$ cat src/common/rss_defines.svh
// constants of the reset source supervisor
`ifndef RSS_DEFINES_SVH
`define RSS_DEFINES_SVH
`define RSS_CAUSE_ADDR 8'hef
`define RSS_VMON_ADDR 8'hff
`define RSS_BIT_PIN 0
`define RSS_BIT_POR 1
`define RSS_BIT_MCD 2
`define RSS_BIT_WDT 3
`define RSS_BIT_SW 4
`define RSS_BIT_CMP 5
`define RSS_BIT_FLASH 6
`define RSS_BIT_VMON_EN 7
`define RSS_BIT_VDD_OK 6
`define RSS_CAUSE_RST 8'h02
`define RSS_PORT_RST_VAL 8'hff
`define RSS_RESET_VECTOR 16'h0000
`define RSS_CLK_PERIOD_NS 4
`define RSS_T_POR_NS 300000
`define RSS_POR_DELAY_CYC (`RSS_T_POR_NS / `RSS_CLK_PERIOD_NS)
`define RSS_MIN_HOLD_CYC 4
`endif

$ cat src/common/rss_pkg.sv
// types of the reset source supervisor
`default_nettype none
package rss_pkg;
  typedef enum logic [1:0] {
    RSS_ST_POR = 2'b00,
    RSS_ST_RUN = 2'b01,
    RSS_ST_HOLD = 2'b10
  } rss_state_t;
  typedef struct packed {
    logic vdd_low;
    logic rst_pin_n;
    logic clk_missing;
    logic cmp0_out;
    logic wdt_ovf;
    logic flash_err;
  } rss_src_t;
  typedef struct packed {
    logic [7:0] addr;
    logic wr;
    logic rd;
    logic [7:0] wdata;
  } rss_sfr_req_t;
endpackage
`default_nettype wire

$ cat src/hw/rss_supervisor.sv
// reset source supervisor: source combining, reset sequencing and cause register
`include "rss_defines.svh"
`default_nettype none
module rss_supervisor
  import rss_pkg::*;
#(
  parameter int POR_DELAY_CYC = `RSS_POR_DELAY_CYC,
  parameter int MIN_HOLD_CYC = `RSS_MIN_HOLD_CYC
) (
  input wire logic core_clk_i, // 250 MHz system clock
  input wire logic sys_rst_i, // power-on reset, async, active high
  input wire rss_src_t src_i, // reset trigger inputs
  input wire rss_sfr_req_t sfr_i, // register access from the core
  input wire logic flash_wr_req_i, // flash erase or write request
  output logic [7:0] sfr_rdata_o, // register read data
  output logic core_rst_o, // core, registers, interrupts, timers held
  output logic core_start_o, // one-cycle pulse on reset exit
  output logic [15:0] reset_vector_o, // fetch address after exit
  output logic port_rst_o, // ports forced open-drain low-drive
  output logic [7:0] port_latch_init_o, // latch value applied during reset
  output logic weak_pullup_en_o, // weak pullup enable
  output logic rst_pin_o, // reset pin output level
  output logic rst_pin_oe_o, // reset pin driven
  output logic flash_wr_grant_o, // flash erase or write allowed
  output logic vmon_en_o, // supply monitor enable
  output logic mcd_en_o // clock-loss detector enable
);
  localparam int CW = $clog2(POR_DELAY_CYC + 1) + 1;
  localparam logic [CW-1:0] POR_LAST = CW'(POR_DELAY_CYC - 1);
  localparam logic [CW-1:0] HOLD_LAST = CW'(MIN_HOLD_CYC - 1);

  // ----------------------------------------------------------------
  // state
  // ----------------------------------------------------------------
  rss_state_t state_q, state_d;
  logic [CW-1:0] cnt_q, cnt_d;
  logic [7:0] cause_q, cause_d;
  logic vmon_en_q, vmon_en_d;
  logic vmon_sel_q, vmon_sel_d;
  logic mcd_en_q, mcd_en_d;
  logic cmp_en_q, cmp_en_d;
  logic pin_drv_q, pin_drv_d;
  logic core_rst_q, core_rst_d;
  logic start_q, start_d;
  logic grant_q, grant_d;
  logic [7:0] rdata_q, rdata_d;

  logic vmon_trip, pin_trip, mcd_trip, cmp_trip, any_trip, level_on;
  logic cause_wr, vmon_wr;
  logic [7:0] trip_cause;

  // ----------------------------------------------------------------
  // source detection
  // ----------------------------------------------------------------
  always_comb begin
    vmon_trip = vmon_en_q && vmon_sel_q && src_i.vdd_low;
    pin_trip = !src_i.rst_pin_n;
    mcd_trip = mcd_en_q && src_i.clk_missing;
    cmp_trip = cmp_en_q && !src_i.cmp0_out;
    any_trip = vmon_trip || pin_trip || mcd_trip || cmp_trip || src_i.wdt_ovf
               || src_i.flash_err;
    cause_wr = sfr_i.wr && (sfr_i.addr == `RSS_CAUSE_ADDR);
    vmon_wr = sfr_i.wr && (sfr_i.addr == `RSS_VMON_ADDR);
    // one-hot cause, supply first; the other flags of a power cause read 0
    trip_cause = 8'h00;
    if (vmon_trip) begin
      trip_cause[`RSS_BIT_POR] = 1'b1;
    end else if (pin_trip) begin
      trip_cause[`RSS_BIT_PIN] = 1'b1;
    end else if (mcd_trip) begin
      trip_cause[`RSS_BIT_MCD] = 1'b1;
    end else if (cmp_trip) begin
      trip_cause[`RSS_BIT_CMP] = 1'b1;
    end else if (src_i.wdt_ovf) begin
      trip_cause[`RSS_BIT_WDT] = 1'b1;
    end else if (src_i.flash_err) begin
      trip_cause[`RSS_BIT_FLASH] = 1'b1;
    end else begin
      trip_cause[`RSS_BIT_SW] = 1'b1;
    end
    // the hold lasts while the level source that caused it stays active
    // our own pull on the pin is no new trip: pin causes are only taken in run
    level_on = (cause_q[`RSS_BIT_POR] && src_i.vdd_low)
               || (cause_q[`RSS_BIT_PIN] && !src_i.rst_pin_n);
  end

  // ----------------------------------------------------------------
  // sequencer and registers
  // ----------------------------------------------------------------
  always_comb begin
    state_d = state_q;
    cnt_d = cnt_q;
    cause_d = cause_q;
    vmon_en_d = vmon_en_q;
    vmon_sel_d = vmon_sel_q;
    mcd_en_d = mcd_en_q;
    cmp_en_d = cmp_en_q;
    pin_drv_d = pin_drv_q;
    start_d = 1'b0;
    unique case (state_q)
      RSS_ST_POR: begin
        cnt_d = cnt_q + CW'(1);
        if (cnt_q >= POR_LAST) begin
          state_d = RSS_ST_RUN;
          cnt_d = '0;
          pin_drv_d = 1'b0;
          start_d = 1'b1;
        end
      end
      RSS_ST_RUN: begin
        if (any_trip || (cause_wr && sfr_i.wdata[`RSS_BIT_SW])) begin
          state_d = RSS_ST_HOLD;
          cnt_d = '0;
          cause_d = trip_cause;
          pin_drv_d = vmon_trip;
          // register reload; monitor enable and selection are kept
          mcd_en_d = 1'b0;
          cmp_en_d = 1'b0;
        end else begin
          if (cause_wr) begin
            // writes go to the enables, never to the flags
            vmon_sel_d = sfr_i.wdata[`RSS_BIT_POR];
            mcd_en_d = sfr_i.wdata[`RSS_BIT_MCD];
            cmp_en_d = sfr_i.wdata[`RSS_BIT_CMP];
          end
          if (vmon_wr) begin
            vmon_en_d = sfr_i.wdata[`RSS_BIT_VMON_EN];
          end
        end
      end
      RSS_ST_HOLD: begin
        if (cnt_q < HOLD_LAST) begin
          cnt_d = cnt_q + CW'(1);
        end else if (!level_on) begin
          // no power-on delay here, even after a supply reset
          state_d = RSS_ST_RUN;
          cnt_d = '0;
          pin_drv_d = 1'b0;
          start_d = 1'b1;
        end
      end
      default: begin
        state_d = RSS_ST_POR;
        cnt_d = '0;
      end
    endcase
    core_rst_d = (state_d != RSS_ST_RUN);
    // gate on the next values, so no grant lingers into a reset or past a disable
    grant_d = flash_wr_req_i && vmon_en_d && !core_rst_d;
    rdata_d = 8'h00;
    if (sfr_i.rd && (sfr_i.addr == `RSS_CAUSE_ADDR)) begin
      rdata_d = {1'b0, cause_q[6:0]};
    end else if (sfr_i.rd && (sfr_i.addr == `RSS_VMON_ADDR)) begin
      rdata_d = {vmon_en_q, !src_i.vdd_low, 6'h00};
    end
  end

  // power-on loads every flop, including the monitor enables
  always_ff @(posedge core_clk_i or posedge sys_rst_i) begin
    if (sys_rst_i) begin
      state_q <= RSS_ST_POR;
      cnt_q <= '0;
      cause_q <= `RSS_CAUSE_RST;
      vmon_en_q <= 1'b1;
      vmon_sel_q <= 1'b1;
      mcd_en_q <= 1'b0;
      cmp_en_q <= 1'b0;
      pin_drv_q <= 1'b1;
      core_rst_q <= 1'b1;
      start_q <= 1'b0;
      grant_q <= 1'b0;
      rdata_q <= 8'h00;
    end else begin
      state_q <= state_d;
      cnt_q <= cnt_d;
      cause_q <= cause_d;
      vmon_en_q <= vmon_en_d;
      vmon_sel_q <= vmon_sel_d;
      mcd_en_q <= mcd_en_d;
      cmp_en_q <= cmp_en_d;
      pin_drv_q <= pin_drv_d;
      core_rst_q <= core_rst_d;
      start_q <= start_d;
      grant_q <= grant_d;
      rdata_q <= rdata_d;
    end
  end

  // ----------------------------------------------------------------
  // outputs
  // ----------------------------------------------------------------
  // data memory has no reset input here, so it keeps its contents
  assign sfr_rdata_o = rdata_q;
  assign core_rst_o = core_rst_q;
  assign core_start_o = start_q;
  assign reset_vector_o = `RSS_RESET_VECTOR;
  assign port_rst_o = core_rst_q;
  assign port_latch_init_o = `RSS_PORT_RST_VAL;
  assign weak_pullup_en_o = 1'b1;
  assign rst_pin_o = 1'b0;
  assign rst_pin_oe_o = pin_drv_q;
  assign flash_wr_grant_o = grant_q;
  assign vmon_en_o = vmon_en_q;
  assign mcd_en_o = mcd_en_q;
endmodule
`default_nettype wire

$ cat config.mk
export PLATFORM = sky130hd
export DESIGN_NAME = rss_supervisor
export DESIGN_NICKNAME = d
export VERILOG_FILES = /design/src/common/rss_pkg.sv /design/src/hw/rss_supervisor.sv
export VERILOG_INCLUDE_DIRS = /design/src /design/src/common
export SDC_FILE = /design/constraint.sdc
export NUM_CORES = 1
export LEC_CHECK = 0
export BUFFER_PORTS_ARGS = -buffer_cell sky130_fd_sc_hd__buf_4
export CAP_MARGIN = 20
export CORE_MARGIN = 2
export CORE_UTILIZATION = 48
export CTS_CLUSTER_DIAMETER = 50
export DETAILED_ROUTE_END_ITERATION = 12
export PLACE_DENSITY = 0.76
export SETUP_SLACK_MARGIN = 0.05
export SLEW_MARGIN = 15
export SYNTH_ARGS = -nofsm -noshare
export SYNTH_HDL_FRONTEND = slang
export SYNTH_SLANG_ARGS = --single-unit
$ cat constraint.sdc
create_clock -name core_clk_i -period 1.9 [get_ports core_clk_i]
set_input_delay 0.19 -clock core_clk_i [delete_from_list [all_inputs] [get_ports core_clk_i]]
set_output_delay 0.19 -clock core_clk_i [all_outputs]
set_load 0.01 [all_outputs]
==> impl_metrics.json <==
{
  "clockBufferDepth": 2,
  "seq_area_um2": 1080,
  "synthArstFlopShare_pct": 100,
  "cp-startpoint": "cnt_q[17]",
  "dr_total_vias": 2340,
  "io-pin-count": 68,
  "clk_latency_ns": 0.31,
  "slowest_stage": "dfrtp_1",
  "critPathBufInv": 1,
  "r2r_start": "cnt_q[17]",
  "place.port_buffers": 38,
  "drtAntennaViolNets": 0,
  "initial_core_util_pct": 49.5,
  "synth_edf_count": 0,
  "comb_power_share_pct": 39.2,
  "clockPowerShare_pct": 24.6,
  "reg2regPathDepth": 6,
  "min_path_type": "in -> async",
  "antenna_found_initial": 0,
  "r2r_setup_slack_ns": -0.08,
  "vdd_drop_max_v": 0.000471,
  "multi_input_area_um2": 1440,
  "dieHeight_um": 76.5,
  "synth-main-ff-cell": "dfrtp_1",
  "synth_cell_type_count": 58,
  "crit_chain": "nor4_2 > nand3_1 > o211a_1 > or2_4 > buf_6 > a221o_1",
  "sequentialPowerShare_pct": 36.2,
  "ctsRootBufferMaster": "clkbuf_8",
  "worst_slew_pin_slew_ns": 0.540,
  "grt_pass1_vias": 2134,
  "final_cell_mix": "79 x buf_4, 36 x dfrtp_1, 26 x nand2_1, 26 x conb_1, 17 x nor2_1",
  "drt_wl_total_mm": 6.91,
  "critPathCaptureType": "register",
  "drcViolationCount": 0,
  "final_cell_area_um2": 3440,
  "reg2reg_to": "cnt_q[12]",
  "place_ws_ns": -0.0833,
  "cp.required_ns": 2.09,
  "critical_path_class": "reg -> reg",
  "core.rowCount": 26,
  "synth_warnings": 0,
  "rsz0062_at_grt": "true",
  "swShare_pct": 35.9,
  "yosysSeqAreaShare_pct": 42.8,
  "timing.final.ws_setup_ns": -0.0798,
  "track_usage_pct": 21.9,
  "synth_area_um2": 2530,
  "min_period_ns": 1.98,
  "max_freq_ghz": 0.505,
  "p_int_mw": 1.97,
  "cpPeakStageDelay_ns": 0.40,
  "clock_sinks": 43,
  "cellPowerDensity_nw_per_um2": 894,
  "grt_start_max_net_pins": 44,
  "dpl_cell_area_um2": 3020,
  "dp_hpwl_mm": 4.28,
  "cp-endpoint": "cnt_q[12]",
  "cts_tree": "done",
  "die_area_um2": 5860,
  "die_w_um": 76.5,
  "clk_transition_reported_paths_ns": 0.09,
  "syn_to_final_growth_pct": 36.2,
  "violations": "negative setup slack",
  "ys_seq_elements": 43,
  "synthCells": 270,
  "fillerInstances": 391,
  "grt_first_pass_wirelength_mm": 10.2,
  "max_slew_margin_pct": 64.0,
  "finClkSkew_ns": 0.00564,
  "status": "finished with violations",
  "start_kind": "register",
  "finalHoldViolations": 0,
  "post_drt_wl_per_cell_um": 16.4,
  "fin_crit_sh_pct": 104,
  "layout-drive-gt1-share_pct": 41.9,
  "p_leak_nw": 1.67,
  "routabilityCongestion": 0.871,
  "drv_slew": 0,
  "antennaDiodeCount": 0,
  "setup_viol": 5,
  "first_iter_violations": 224,
  "core_area_um2": 5110,
  "vias_per_cell": 5.56,
  "cp_top_family": "simple AND/OR/NAND/NOR gates",
  "crit_fanout": 6,
  "synth.avg_cell_area_um2": 9.36,
  "maxCapViolCount": 0,
  "power_switching_mw": 1.11,
  "fin_setup_tns_ns": -0.329,
  "cp.depth": 6,
  "final_common_cell": "buf_4",
  "gr-total-overflow": 0,
  "arrival_ns": 2.17,
  "cts_max_level": 2,
  "dr.pass1.iters": 4,
  "fin_nets": 378,
  "cts_buffers": 5
}
## routing by layer
layer	wire length (µm)	vias up	share of wire, %	track usage (%)
met5	0	-	0	0
met3	406	8	5.9	4.27
met4	73	0	1.1	8.36
met1	2900	1143	42	29.0
li1	-	1087	-	-
met2	3540	102	51	35.6
## worst reg2reg max path, cell delays in order (launching register included)
cell	delay, ns
dfrtp_1	0.40
nor4_2	0.38
nand3_1	0.13
o211a_1	0.24
or2_4	0.26
buf_6	0.14
a221o_1	0.32
## Yosys cell counts (3+ instances only)
master,n,area [µm²]
and3_1,3,18.8
inv_1,7,26.3
nand2b_1,6,37.5
nand2_1,28,105
a221oi_1,4,35.0
dfrtp_1,38,951
clkbuf_1,6,22.5
a21o_1,4,30.0
nor2_1,17,63.8
a21oi_1,4,20.0
o21ai_0,16,80.1
nand3_1,11,55.1
and2_1,7,43.8
nor3_1,7,35.0
buf_4,28,210
dfstp_2,5,131
nor4_1,5,31.3
a211oi_1,5,37.5
or2_2,4,25.0
a22o_1,5,43.8
o31ai_1,5,37.5
a221o_1,5,50.1
nand4_1,4,25.0
## area by class of cell
type / instances / area share [%]
sequential: 43 / 31.5
clock buffer: 5 / 2.00
timing repair buffer: 88 / 20.0
multi-input combinational: 205 / 41.8
tap: 70 / 2.55
clock inverter: 3 / 1.38
inverter: 7 / 0.764
## kinds of logic after synthesis
| kind of cell | share of synthesized area (%) |
|---|---|
| other | 0.297 |
| XOR/XNOR | 0.347 |
| buffers and inverters | 12.1 |
| multiplexers | 0.891 |
| AND/OR/NAND/NOR | 23.1 |
| AO/OA/AOI/OAI | 19.9 |
| flip-flops | 42.8 |
| adder cells (fa/ha/maj) | 0.495 |
## metrics by stage
stage          hold slack (ns)  utilization [%]  total power [mW]  instances
2_1_floorplan            0.261                -              1.65        294
3_3_place_gp             0.362             59.1              2.00        404
3_5_place_dp             0.378             59.1              2.02        404
4_1_cts                 0.0458             63.6              2.85        418
5_1_grt                 0.0758             67.4              3.21        421
6_report                0.0182             67.4              3.08        421
## power by group through the flow
| stage | Clock, mW | Sequential (mW) | Combinational (mW) |
|---|---|---|---|
| 2_1_floorplan | 0 | 1.09 | 0.556 |
| 3_3_place_gp | 0 | 1.10 | 0.907 |
| 3_5_place_dp | 0 | 1.11 | 0.909 |
| 4_1_cts | 0.759 | 1.10 | 0.993 |
| 5_1_grt | 0.802 | 1.13 | 1.28 |
| 6_report | 0.757 | 1.11 | 1.21 |
## sequential cells by signal, summed over array words and instances, names as in the netlist, 2 cells and up
name,count
sfr_rdata_o,8
cause_q,7
cnt_q,18
state_q,2
## worst min-delay path by stage
stage	start	to	slack, ns	cells past startpoint
after floorplan	sfr_i[14]	sfr_rdata_o[0]	0.26	1
after global placement	sys_rst_i	sfr_rdata_o[3]	0.36	3
after detailed placement	sys_rst_i	sfr_rdata_o[3]	0.38	3
after CTS	sys_rst_i	cmp_en_q	0.05	3
after global routing	sys_rst_i	sfr_rdata_o[3]	0.08	3
final	sys_rst_i	sfr_rdata_o[3]	0.02	3
## what timing repair did
item | in CTS | in global routing
resized for setup | 17 | 36
setup endpoints to repair | 18 | 27
pin swaps | 10 | 16
hold buffers | 0 | 0
buffers inserted | 5 | 5
cloned | 1 | 0
Note: power is estimated with default switching activity, not from simulation.
